--- src/frame_assembler_pkg.sv ---
// Constants, register map and types of the sensor data frame assembler
package frame_assembler_pkg;

    // ------------------------------------------------------------------
    // Clock and bit timing
    // ------------------------------------------------------------------
    localparam int          CLK_PERIOD_NS = 40;
    localparam int          BIT_TIME_NS   = 8000;
    localparam logic [15:0] BIT_CYCLES    = 16'(BIT_TIME_NS / CLK_PERIOD_NS);

    // ------------------------------------------------------------------
    // Register map, byte addresses
    // ------------------------------------------------------------------
    localparam logic [7:0] ADDR_CONFIG     = 8'h00;
    localparam logic [7:0] ADDR_SAMPLE     = 8'h04;
    localparam logic [7:0] ADDR_STATUS     = 8'h08;
    localparam logic [7:0] ADDR_LAST_FRAME = 8'h0C;
    localparam logic [7:0] ADDR_BIT_PERIOD = 8'h10;

    // ------------------------------------------------------------------
    // Field layout and codes
    // ------------------------------------------------------------------
    localparam int          CFG_W        = 6;
    localparam int          SAMPLE_W     = 14;
    localparam int          FRAME_W      = 18;
    localparam int          MSG_W        = 16;
    localparam logic [4:0]  LEN_MIN      = 5'd11;
    localparam logic [4:0]  LEN_MAX      = 5'd18;
    localparam logic [4:0]  CRC_LEN      = 5'd3;
    localparam logic [4:0]  PAR_LEN      = 5'd1;
    localparam logic [2:0]  CRC_POLY     = 3'h3;
    localparam logic [1:0]  START_MODE0  = 2'h2;
    localparam logic [1:0]  START_MODE1  = 2'h1;
    localparam logic [2:0]  SV_STATUS    = 3'h6;
    localparam logic [9:0]  CFG_ERR_CODE = 10'h3C0;
    localparam logic [9:0]  POS_RED_10   = 10'h1D0;
    localparam logic [9:0]  NEG_RED_10   = 10'h230;
    localparam logic [7:0]  POS_RED_8    = 8'h74;
    localparam logic [7:0]  NEG_RED_8    = 8'h8C;
    localparam logic [4:0]  STAT_LEN_LSB = 5'd8;

    // Configuration bits
    typedef struct packed {
        logic device_mode_zero;
        logic line_code_select;
        logic offset_nulling_on;
        logic sample_width_select;
        logic frame_tag_off;
        logic check_kind_select;
    } cfg_t;

    localparam cfg_t CFG_RESET = cfg_t'(6'h20);

    // One queued sample
    typedef struct packed {
        logic       config_data;
        logic [2:0] state_code;
        logic [9:0] value;
    } sample_t;

    typedef enum logic [1:0] {
        TX_IDLE,
        TX_SEND,
        TX_STOP
    } tx_state_t;

endpackage

--- src/frame_check_calc.sv ---
// Three-bit CRC and even parity over the message bits of one frame
`timescale 1ns/1ns
module frame_check_calc (
    // Message, left aligned, and its length in bits
    input  wire logic [15:0] msg,
    input  wire logic [4:0]  msg_len,
    // Check values
    output logic      [2:0]  crc,
    output logic             parity
);

    // ------------------------------------------------------------------
    // Shift register from zero, MSB first: message times x^3 modulo the generator
    // ------------------------------------------------------------------
    always_comb begin
        logic [2:0] r;
        logic       fb;
        r      = 3'h0;
        fb     = 1'b0;
        parity = 1'b0;
        for (int i = 0; i < frame_assembler_pkg::MSG_W; i++) begin
            if (5'(i) < msg_len) begin
                fb     = msg[frame_assembler_pkg::MSG_W - 1 - i] ^ r[2];
                r      = {r[1:0], 1'b0} ^ (fb ? frame_assembler_pkg::CRC_POLY : 3'h0);
                parity = parity ^ msg[frame_assembler_pkg::MSG_W - 1 - i];
            end
        end
        crc = r;
    end

endmodule // frame_check_calc

--- src/sensor_data_frame_assembler.sv ---
// Sensor data frame assembler with APB registers and serial bit output
//
// Local design decisions: the APB interface to the registers and the register addresses.
`timescale 1ns/1ns
module sensor_data_frame_assembler (
    // Clock and reset
    input  wire logic        pclk,
    input  wire logic        presetn,
    // APB slave
    input  wire logic        psel,
    input  wire logic        penable,
    input  wire logic        pwrite,
    input  wire logic [7:0]  paddr,
    input  wire logic [31:0] pwdata,
    output logic      [31:0] prdata,
    output logic             pready,
    output logic             pslverr,
    // Serial frame output
    output logic             tx_bit,
    output logic             tx_enable,
    output logic             tx_bit_strobe
);

    // ------------------------------------------------------------------
    // Register state
    // ------------------------------------------------------------------
    frame_assembler_pkg::cfg_t    cfg, next_cfg;
    frame_assembler_pkg::sample_t sample, next_sample;
    logic                         pend, next_pend;
    logic [15:0]                  bit_period, next_bit_period;
    logic [17:0]                  last_frame, next_last_frame;
    logic [4:0]                   last_len, next_last_len;
    logic [31:0]                  next_prdata;
    logic                         next_pready, next_pslverr;

    // Transmit state
    frame_assembler_pkg::tx_state_t state, next_state;
    logic [17:0]                    shreg, next_shreg;
    logic [4:0]                     bits_left, next_bits_left;
    logic [15:0]                    div, next_div;
    logic                           next_tx_enable, next_tx_strobe;

    // ------------------------------------------------------------------
    // Frame composition
    // ------------------------------------------------------------------
    logic        full_range, cfg_error, sv_on, w8, use_crc, load;
    logic [1:0]  start_bits;
    logic [2:0]  sv_code, crc;
    logic [9:0]  d10;
    logic [7:0]  d8;
    logic [15:0] msg;
    logic [4:0]  msg_len, frame_len;
    logic [17:0] frame;
    logic        parity;

    assign full_range = !cfg.frame_tag_off && !cfg.offset_nulling_on;
    assign cfg_error  = cfg.device_mode_zero && cfg.frame_tag_off;
    assign sv_on      = !cfg.frame_tag_off;
    assign w8         = cfg.sample_width_select;
    assign use_crc    = !cfg.check_kind_select;
    assign start_bits = cfg.line_code_select ? frame_assembler_pkg::START_MODE1
                                             : frame_assembler_pkg::START_MODE0;
    assign load       = (state == frame_assembler_pkg::TX_IDLE) && pend;

    always_comb begin
        logic signed [9:0] sv10;
        logic signed [7:0] sv8;
        sv10    = signed'(sample.value);
        sv8     = signed'(sample.value[9:2]);
        sv_code = sample.state_code;
        d10     = sample.value;
        d8      = sample.value[9:2];
        if (sample.config_data) begin
            d10 = {sample.value[7:0], 2'h0};
            d8  = sample.value[7:0];
        end else if (cfg_error) begin
            sv_code = frame_assembler_pkg::SV_STATUS;
            d10     = frame_assembler_pkg::CFG_ERR_CODE;
            d8      = frame_assembler_pkg::CFG_ERR_CODE[9:2];
        end else if (!full_range) begin
            if (sv10 > signed'(frame_assembler_pkg::POS_RED_10)) begin
                d10 = frame_assembler_pkg::POS_RED_10;
            end else if (sv10 < signed'(frame_assembler_pkg::NEG_RED_10)) begin
                d10 = frame_assembler_pkg::NEG_RED_10;
            end
            if (sv8 > signed'(frame_assembler_pkg::POS_RED_8)) begin
                d8 = frame_assembler_pkg::POS_RED_8;
            end else if (sv8 < signed'(frame_assembler_pkg::NEG_RED_8)) begin
                d8 = frame_assembler_pkg::NEG_RED_8;
            end
        end
    end

    // Message without check field, left aligned
    always_comb begin
        case ({sv_on, w8})
            2'b10: begin
                msg     = {start_bits, sv_code, d10, 1'b0};
                msg_len = 5'd15;
            end
            2'b11: begin
                msg     = {start_bits, sv_code, d8, 3'h0};
                msg_len = 5'd13;
            end
            2'b00: begin
                msg     = {start_bits, d10, 4'h0};
                msg_len = 5'd12;
            end
            default: begin
                msg     = {start_bits, d8, 6'h0};
                msg_len = 5'd10;
            end
        endcase
    end

    frame_check_calc u_check (
        .msg     (msg),
        .msg_len (msg_len),
        .crc     (crc),
        .parity  (parity)
    );

    always_comb begin
        if (use_crc) begin
            frame     = {msg[15:14], crc, msg[13:1]};
            frame_len = msg_len + frame_assembler_pkg::CRC_LEN;
        end else begin
            frame                = {msg, 2'h0};
            frame[5'd17 - msg_len] = parity;
            frame_len            = msg_len + frame_assembler_pkg::PAR_LEN;
        end
    end

    // ------------------------------------------------------------------
    // APB register file
    // ------------------------------------------------------------------
    always_comb begin
        logic wr;
        wr              = psel && penable && pready && pwrite;
        next_cfg        = cfg;
        next_sample     = sample;
        next_pend       = pend && !load;
        next_bit_period = bit_period;
        next_last_frame = load ? frame : last_frame;
        next_last_len   = load ? frame_len : last_len;
        next_pready     = psel && penable && !pready;
        next_pslverr    = 1'b0;
        next_prdata     = 32'h0;
        if (next_pready) begin
            case (paddr)
                frame_assembler_pkg::ADDR_CONFIG:     next_prdata = 32'(cfg);
                frame_assembler_pkg::ADDR_SAMPLE:     next_prdata = 32'(sample);
                frame_assembler_pkg::ADDR_STATUS: begin
                    next_prdata = {19'h0, last_len, 5'h0, full_range, cfg_error,
                                   pend || (state != frame_assembler_pkg::TX_IDLE)};
                end
                frame_assembler_pkg::ADDR_LAST_FRAME: next_prdata = 32'(last_frame);
                frame_assembler_pkg::ADDR_BIT_PERIOD: next_prdata = 32'(bit_period);
                default:                              next_pslverr = 1'b1;
            endcase
        end
        if (wr) begin
            case (paddr)
                frame_assembler_pkg::ADDR_CONFIG: begin
                    next_cfg = frame_assembler_pkg::cfg_t'(pwdata[5:0]);
                end
                frame_assembler_pkg::ADDR_SAMPLE: begin
                    next_sample = frame_assembler_pkg::sample_t'(pwdata[13:0]);
                    next_pend   = 1'b1;
                end
                frame_assembler_pkg::ADDR_BIT_PERIOD: begin
                    next_bit_period = (pwdata[15:0] == 16'h0) ? 16'h1 : pwdata[15:0];
                end
                default: ;
            endcase
        end
    end

    always_ff @(posedge pclk or negedge presetn) begin
        if (!presetn) begin
            cfg        <= frame_assembler_pkg::CFG_RESET;
            sample     <= '0;
            pend       <= 1'b0;
            bit_period <= frame_assembler_pkg::BIT_CYCLES;
            last_frame <= 18'h0;
            last_len   <= 5'h0;
            prdata     <= 32'h0;
            pready     <= 1'b0;
            pslverr    <= 1'b0;
        end else begin
            cfg        <= next_cfg;
            sample     <= next_sample;
            pend       <= next_pend;
            bit_period <= next_bit_period;
            last_frame <= next_last_frame;
            last_len   <= next_last_len;
            prdata     <= next_prdata;
            pready     <= next_pready;
            pslverr    <= next_pslverr;
        end
    end

    // ------------------------------------------------------------------
    // Bit serialiser
    // ------------------------------------------------------------------
    always_comb begin
        next_state     = state;
        next_shreg     = shreg;
        next_bits_left = bits_left;
        next_div       = div;
        next_tx_enable = tx_enable;
        next_tx_strobe = 1'b0;
        case (state)
            frame_assembler_pkg::TX_IDLE: begin
                if (load) begin
                    next_state     = frame_assembler_pkg::TX_SEND;
                    next_shreg     = frame;
                    next_bits_left = frame_len;
                    next_div       = bit_period - 16'h1;
                    next_tx_enable = 1'b1;
                    next_tx_strobe = 1'b1;
                end
            end
            frame_assembler_pkg::TX_SEND: begin
                if (div == 16'h0) begin
                    next_shreg = {shreg[16:0], 1'b0};
                    next_div   = bit_period - 16'h1;
                    if (bits_left == 5'h1) begin
                        next_state     = frame_assembler_pkg::TX_STOP;
                        next_tx_enable = 1'b0;
                    end else begin
                        next_bits_left = bits_left - 5'h1;
                        next_tx_strobe = 1'b1;
                    end
                end else begin
                    next_div = div - 16'h1;
                end
            end
            frame_assembler_pkg::TX_STOP: begin
                if (div == 16'h0) begin
                    next_state = frame_assembler_pkg::TX_IDLE;
                end else begin
                    next_div = div - 16'h1;
                end
            end
            default: next_state = frame_assembler_pkg::TX_IDLE;
        endcase
    end

    always_ff @(posedge pclk or negedge presetn) begin
        if (!presetn) begin
            state         <= frame_assembler_pkg::TX_IDLE;
            shreg         <= 18'h0;
            bits_left     <= 5'h0;
            div           <= 16'h0;
            tx_enable     <= 1'b0;
            tx_bit_strobe <= 1'b0;
        end else begin
            state         <= next_state;
            shreg         <= next_shreg;
            bits_left     <= next_bits_left;
            div           <= next_div;
            tx_enable     <= next_tx_enable;
            tx_bit_strobe <= next_tx_strobe;
        end
    end

    assign tx_bit = shreg[17];
endmodule // sensor_data_frame_assembler

--- config.mk ---
export PLATFORM = sky130hd
export DESIGN_NAME = sensor_data_frame_assembler
export DESIGN_NICKNAME = d
export VERILOG_FILES = /design/src/frame_assembler_pkg.sv /design/src/frame_check_calc.sv /design/src/sensor_data_frame_assembler.sv
export SDC_FILE = /design/constraint.sdc
export NUM_CORES = 1
export LEC_CHECK = 0
export BUFFER_PORTS_ARGS = -buffer_cell sky130_fd_sc_hd__buf_2
export CORE_UTILIZATION = 35
export CTS_CLUSTER_SIZE = 20
export DETAILED_ROUTE_END_ITERATION = 7
export GPL_TIMING_DRIVEN = 0
export PLACE_DENSITY_LB_ADDON = 0.08
export SETUP_SLACK_MARGIN = 0.5
export SLEW_MARGIN = 20
export SYNTH_ARGS = -nofsm -noshare
export SYNTH_HDL_FRONTEND = slang
export SYNTH_HIERARCHICAL = 1
export SYNTH_SLANG_ARGS = --single-unit
--- constraint.sdc ---
create_clock -name pclk -period 8.7 [get_ports pclk]
set_input_delay 1.305 -clock pclk [delete_from_list [all_inputs] [get_ports pclk]]
set_output_delay 1.305 -clock pclk [all_outputs]
set_load 0.02 [all_outputs]
# After elaboration in Yosys (flattened, before gate mapping)
# Index checks and enable logic that the tools add are counted.
dict set report totals {
  register_bits 137
  elab_cells 240
}
dict set report op_classes {
  n_addsub 6
  n_lt_le_gt_ge 22
  n_eq_ne 15
  mux 99
  bitwise_logic 45
  reduce_logical 31
}
# operator n
set ops {}
lappend ops {{case mux 18 bit (5 select lines)} 1}
lappend ops {{two-way mux 18 bit} 4}
lappend ops {{two-way mux 16 bit} 4}
lappend ops {{two-way mux 3 bit} 18}
lappend ops {{two-way mux 10 bit} 5}
lappend ops {{case mux 16 bit (3 select lines)} 1}
lappend ops {{XOR 3 bit} 15}
lappend ops {{two-way mux 2 bit} 21}
lappend ops {{case mux 14 bit (3 select lines)} 1}
lappend ops {{two-way mux 8 bit} 5}
lappend ops {{case mux 18 bit (2 select lines)} 1}
lappend ops {{zero test 16 bit} 2}
lappend ops {{< comparator 4 bit, first input constant} 8}
lappend ops {{subtractor 16 x 1 -> 16 bit, second input constant} 2}
lappend ops {{XOR 1 bit} 30}
lappend ops {{two-way mux 1 bit} 27}
lappend ops {{two-way mux 5 bit} 4}
lappend ops {{bitwise mux 18 bit} 1}
lappend ops {{== test 8 x 4 -> 1 bit, second input constant} 2}
lappend ops {{< comparator 3 x 4 -> 1 bit, first input constant} 4}
lappend ops {{!= test 2 bit, second input constant} 6}
lappend ops {{AND reduction 4 bit} 3}
lappend ops {{greater-than comparator 10 bit, second input constant} 1}
lappend ops {{< comparator 10 bit, second input constant} 1}
lappend ops {{30 further kinds} 51}

# Logic depth before layout (Yosys ltp)
dict set report depth {
  word_depth 68
  mapped_depth 30
  mapped_depth_nobuf 29
}

# Hierarchy
# The synthesis kept the hierarchy.
# mod n_inst cells_per_inst area_each_um2 seq_area_each_um2
set modules_own_cells {}
lappend modules_own_cells {sensor_data_frame_assembler 1 764 7173.1 3083.0}
lappend modules_own_cells {frame_check_calc 1 272 2034.5 0.0}

# Worst setup path before layout
# OpenSTA, ideal clock, no wires.
dict set report synth_path {
  path_type {register -> register}
  start {register sample[5] (netlist name)}
  end {register shreg[13]}
  arrival_ps 6275
  t_required_ps 8571
  setup_slack_ps 2296
  stages_incl_launch_ff 30
  n_path_buf 1
  synth_period_minus_slack_ps 6404
  path_cell_list {dfrtp_1 -> buf_2 -> a211o_1 -> o21ai_0 -> ha_1 -> o21ai_0 -> a21oi_1 -> a21boi_1 -> a2bb2oi_1 -> inv_1 -> or3_1 -> o311ai_1 -> xnor2_1 -> a221oi_1 -> xnor3_1 -> xor2_2 -> inv_1 -> o32a_4 -> and2_1 -> xnor3_2 -> xnor2_2 -> a221oi_4 -> xnor2_1 -> o21ai_1 -> mux2i_1 -> mux2_2 -> nor2_1 -> nor2_1 -> a221oi_1 -> a21oi_1}
}
# element line_no
set synth_lines {}
lappend synth_lines {{from (decl)} sensor_data_frame_assembler.sv:28} ;# frame_assembler_pkg::sample_t sample, next_sample;
lappend synth_lines {{from (signal assigned)} sensor_data_frame_assembler.sv:192} ;# sample <= next_sample;
lappend synth_lines {{< comparator 10 bit or < comparator 8 bit (tied branches)} {sensor_data_frame_assembler.sv:83, sensor_data_frame_assembler.sv:88}}
lappend synth_lines {{two-way mux 10 bit or two-way mux 8 bit (tied branches)} {sensor_data_frame_assembler.sv:83, sensor_data_frame_assembler.sv:88}}
lappend synth_lines {{two-way mux 10 bit or two-way mux 8 bit (tied branches)} {sensor_data_frame_assembler.sv:81, sensor_data_frame_assembler.sv:86}}
lappend synth_lines {{two-way mux 10 bit or two-way mux 8 bit (tied branches)} sensor_data_frame_assembler.sv:80} ;# end else if (!full_range) begin
lappend synth_lines {{two-way mux 10 bit or two-way mux 8 bit (tied branches)} sensor_data_frame_assembler.sv:76} ;# end else if (cfg_error) begin
lappend synth_lines {{two-way mux 10 bit or two-way mux 8 bit (tied branches)} sensor_data_frame_assembler.sv:73} ;# if (sample.config_data) begin
lappend synth_lines {{case mux 14 bit (3 select lines) (*)} sensor_data_frame_assembler.sv:96} ;# case ({sv_on, w8})
lappend synth_lines {{via msg[12]} sensor_data_frame_assembler.sv:51} ;# logic [15:0] msg;
lappend synth_lines {{[36 not listed]} --}
lappend synth_lines {{XOR 1 bit} frame_check_calc.sv:23} ;# fb = msg[frame_assembler_pkg::MSG_W - 1 - i] ^ r[2];
lappend synth_lines {{two-way mux 2 bit} frame_check_calc.sv:24} ;# r = {r[1:0], 1'b0} ^ (fb ? frame_assembler_pkg::CRC_POLY : 3'h0);
lappend synth_lines {{XOR 3 bit} frame_check_calc.sv:24}
lappend synth_lines {{two-way mux 3 bit (*)} frame_check_calc.sv:22} ;# if (5'(i) < msg_len) begin
lappend synth_lines {{via crc[0]} sensor_data_frame_assembler.sv:48} ;# logic [2:0] sv_code, crc;
lappend synth_lines {{two-way mux 18 bit (*)} sensor_data_frame_assembler.sv:124} ;# if (use_crc) begin
lappend synth_lines {{two-way mux 18 bit (*)} sensor_data_frame_assembler.sv:215} ;# if (load) begin
lappend synth_lines {{case mux 18 bit (2 select lines) (*)} sensor_data_frame_assembler.sv:213} ;# case (state)
lappend synth_lines {{to (signal assigned)} sensor_data_frame_assembler.sv:260} ;# shreg <= next_shreg;
lappend synth_lines {{to (decl)} sensor_data_frame_assembler.sv:38} ;# logic [17:0] shreg, next_shreg;
# Mark *: on every way through the listed nets, which the timed path passes. The rest lies on a longest branch. The select of a mux whose other input is x is not followed.
# A chain may end at the register's enable or synchronous reset.

# Worst setup path in the final report
dict set report layout_path {
  start {register cfg[1] (netlist name)}
  end {register shreg[13]}
}
dict set report layout_between {
  elab_chain_cells 52
}
# element line_no
set layout_lines {}
lappend layout_lines {{from (decl)} sensor_data_frame_assembler.sv:27} ;# frame_assembler_pkg::cfg_t cfg, next_cfg;
lappend layout_lines {{from (signal assigned)} sensor_data_frame_assembler.sv:181} ;# cfg <= frame_assembler_pkg::CFG_RESET;
lappend layout_lines {{from (signal assigned)} sensor_data_frame_assembler.sv:191} ;# cfg <= next_cfg;
lappend layout_lines {{zero test 1 bit (*)} sensor_data_frame_assembler.sv:58} ;# assign sv_on = !cfg.frame_tag_off;
lappend layout_lines {{== test 2 bit or zero test 2 bit (tied branches)} sensor_data_frame_assembler.sv:96}
lappend layout_lines {{case mux 3 bit (3 select lines) (*)} sensor_data_frame_assembler.sv:96}
lappend layout_lines {{via msg_len[0]} sensor_data_frame_assembler.sv:52} ;# logic [4:0] msg_len, frame_len;
lappend layout_lines {{< comparator 1 x 4 -> 1 bit} frame_check_calc.sv:22}
lappend layout_lines {{two-way mux 3 bit} frame_check_calc.sv:22}
lappend layout_lines {{XOR 3 bit} frame_check_calc.sv:24}
lappend layout_lines {{two-way mux 3 bit} frame_check_calc.sv:22}
lappend layout_lines {{[38 not listed]} --}
lappend layout_lines {{XOR 1 bit} frame_check_calc.sv:23}
lappend layout_lines {{two-way mux 2 bit} frame_check_calc.sv:24}
lappend layout_lines {{XOR 3 bit} frame_check_calc.sv:24}
lappend layout_lines {{two-way mux 3 bit (*)} frame_check_calc.sv:22}
lappend layout_lines {{via crc[0]} sensor_data_frame_assembler.sv:48}
lappend layout_lines {{two-way mux 18 bit (*)} sensor_data_frame_assembler.sv:124}
lappend layout_lines {{two-way mux 18 bit (*)} sensor_data_frame_assembler.sv:215}
lappend layout_lines {{case mux 18 bit (2 select lines) (*)} sensor_data_frame_assembler.sv:213}
# Marks and branches as above.

==> key figures <==
Yosys
  – Gate count after technology mapping: 1,036
  – Number of flops mapped to enable cells by yosys: 0
  – Netlist cell types: 99
  – Leading register cell type out of synthesis: dfrtp_1
  – Register area share after synthesis: 33.5%
  – Seq cells post-synth: 123
  – Synth Cell Area: 9210 µm²
  – Yosys synthesis warning count: 6
  – Avg Synthesized Cell Area: 8.89 µm²
  – Share of async-settable or async-resettable flops after synthesis: 100%

Status
  – Failing checks: DRC
  – Status: complete, but fails checks

Power and ir drop
  – Leak: 4.63 nW
  – Total power density per cell area: 175 nW/µm²
  – Largest voltage drop on the vdd net: 0.115 mV

Detailed routing
  – Via density: 5.59
  – Remaining antenna violation count: 0
  – Total iterations of the first detailed-routing run: 8
  – Total detailed-routing wirelength: 29,400 µm
  – Post-detailed-route DRC marker count: 1
  – Post-DR wirelength/cell: 19.9 µm
  – Total via count after detailed routing: 8,268
  – Iteration-0 DRC Markers: 684

Clocking
  – Clock slew seen by the registers of the worst setup and hold paths: 0.06 ns
  – Number of buffers between clock root and the deepest sink: 2
  – H-Tree Depth: 4
  – TritonCTS clock tree: built
  – Num CTS Buffers: 17
  – Master cell of the clock root buffer: clkbuf_16
  – Skew-Pair Late Insertion Delay: 0.42 ns
  – Setup Fix Bufs, Post-CTS: 0
  – Clock Sink Count: 123

STA
  – Final-layout worst hold slack: 0.478 ns
  – Setup TNS after final layout: 0 ns
  – Max-slew violation count: 0
  – Period Utilization, post-route: 89.1%
  – Final number of setup-violating endpoints: 0
  – Actual slew at the worst max-slew pin: 1.05 ns
  – Fmax: 0.129 GHz
  – Final critical delay including setup and external delays: 7.75 ns
  – Layout Skew: 0.0106 ns
  – Setup repair after global routing missed its margin: yes
  – Total count of hold-check failures in the final report: 0
  – Relative slew slack: 29.7%

Cells and area
  – Share of post-route cells with drive strength above 1: 18.4%
  – Top library cells by usage in the layout, fill and taps aside: dfrtp_1 (119), nand2_1 (111), nor2_1 (67)
  – Area used by sequential logic in the layout: 3080 µm²
  – Most frequent standard cell in the layout excluding fill and tap cells: dfrtp_1
  – Post-layout instance count excluding filler cells: 1,479
  – Post-Route Utilization: 41.7%
  – Count of fill cells added during filler insertion: 2,564
  – Diodes inserted: 0
  – Total area of multi-input combinational cells: 5720 µm²
  – Layout net count: 1,196
  – Synthesis-to-layout area growth: 15.2%

Global routing
  – GR Util All Layers: 22.8%
  – Antenna violations before repair: 0
  – Pin count of the biggest net entering global routing: 74
  – Global-route wire length before repair: 46,800 µm
  – Number of global-route vias before repair: 7,993
  – Global-route congestion overflow total: 0

Place
  – Detailed Place HPWL: 22,500 µm
  – Buffers on Ports: 51
  – Post-placement cell count: 1,447
  – Routability cong.: 0.828

Setup path
  – Worst-path cell with the longest stage delay: dfrtp_1
  – Worst endpoint data arrival time: 8.04 ns
  – Required @ worst endpoint: 8.99 ns
  – WS Path Type: flop to flop
  – Startpoint types: flop
  – Critical Path End Type: flop
  – CP Max Fanout: 12
  – Maximum single-stage delay on the critical path: 0.51 ns

Floorplan
  – Die Y-Extent: 164 µm
  – Initial Util: 36.1%
  – CORE AREA: 25,500 µm²
  – I/O pin total: 82
  – Width of the chip: 164 µm
  – Die area: 27,000 µm²
  – Floorplan row count: 58

Job
  – Max-capacitance violation count: 0

Min path
  – Hold/Removal Path Class: flop to flop
-- final timing paths --
check                      startpoint             to  slack [ns]  depth (start not counted)
min                         shreg[17]      shreg[17]        0.48                          2
max in group asynchronous     presetn  bit_period[7]        7.17                          2
max                            cfg[1]      shreg[13]        0.95                         29
min in group asynchronous     presetn         div[5]        0.79                          1
min reg2reg                 shreg[17]      shreg[17]        0.48                          2
max reg2reg                    cfg[1]      shreg[13]        0.95                         29
-- report_power, final --
group | total, mW | switching (mW) | internal [mW]
Sequential | 0.690 | 0.0542 | 0.636
Clock | 0.704 | 0.261 | 0.443
Combinational | 0.463 | 0.280 | 0.183
-- cells by family (layout without fill, tap and decap cells) --
| kind of cell | Yosys count | in the layout | synth area share, % |
|---|---|---|---|
| AOI/OAI and AO/OA | 313 | 313 | 24.4 |
| xor gates and xnor gates | 70 | 70 | 7.76 |
| adders and majority gates | 15 | 15 | 2.04 |
| buffers and inverters | 112 | 196 | 5.71 |
| DFF | 123 | 123 | 33.5 |
| muxes | 60 | 60 | 7.47 |
| other | 2 | 31 | 0.0816 |
| and+or+nand+nor | 341 | 341 | 19.1 |
-- sequential cells by signal, indices dropped and copies added, names as in the netlist, 2 cells and up --
| name | flops |
|---|---|
| last_frame | 18 |
| prdata | 18 |
| shreg | 18 |
| bit_period | 16 |
| div | 16 |
| sample | 14 |
| bits_left | 5 |
| cfg | 5 |
| last_len | 5 |
| state | 2 |
-- per-stage QoR --
step                total power [mW]  setup slack [ns]  area, µm²
floorplan                       1.04              2.30       9320
global route                    1.96             0.401      10600
finish                          1.86             0.948      10600
CTS                             1.87             0.651      10600
detailed placement              1.16             0.399      10000
global placement                1.16             0.395       9980
-- cells in the mapped netlist, types with 9 or more instances --
cell type | count | area [µm²]
a222oi_1 | 15 | 150
o211ai_1 | 10 | 75.1
or3_1 | 11 | 68.8
nor3_1 | 22 | 110
inv_1 | 34 | 128
nand4_1 | 9 | 56.3
ha_1 | 15 | 188
xnor2_1 | 42 | 368
a21o_1 | 12 | 90.1
xor2_1 | 19 | 166
nor2_1 | 68 | 255
dfrtp_1 | 119 | 2980
a21oi_1 | 60 | 300
nand2b_1 | 14 | 87.6
o21ai_1 | 11 | 55.1
buf_4 | 16 | 120
nand3_1 | 24 | 120
a22oi_1 | 12 | 90.1
and3_1 | 15 | 93.8
o21ai_0 | 63 | 315
a22o_1 | 14 | 123
nor3b_1 | 9 | 67.6
buf_2 | 12 | 60.1
mux2_2 | 44 | 495
o22ai_1 | 16 | 100
clkbuf_1 | 42 | 158
nand2_1 | 111 | 417
mux2i_1 | 12 | 120
-- what timing repair did --
item | 4_1_cts | 5_1_grt
gates resized for setup | 1 | 4
hold buffers | 0 | 0
endpoints found under the setup margin | 3 | 6
endpoints found under the hold margin | 0 | 0
-- cell type report --
cell class	instances	area share [%]
inverters	36	1.29
repair buffers	52	2.76
multi-input cells	830	53.9
well taps	330	3.89
flip-flops and latches	123	29.1
clock inverters	8	0.908
clock buffers	24	4.54
plain buffers	76	3.69
-- critical path, delay by kind of cell, from the launching register on --
family	cells	cell delay (ns)
compound gates	10	2.89
xor+xnor	6	1.26
fa+ha+maj	1	0.28
buf+inv	4	0.93
flops	1	0.51
mux	3	0.81
simple gates	5	0.95
-- layer usage --
metal	GRT usage (%)	up-vias	share of wire [%]
met3	3.38	30	5.0
met5	0	-	0
li1	-	3996	-
met2	34.7	236	44
met1	33.4	4006	49
met4	5.35	0	1.6
No activity file was read; power rests on OpenSTA's default activity.
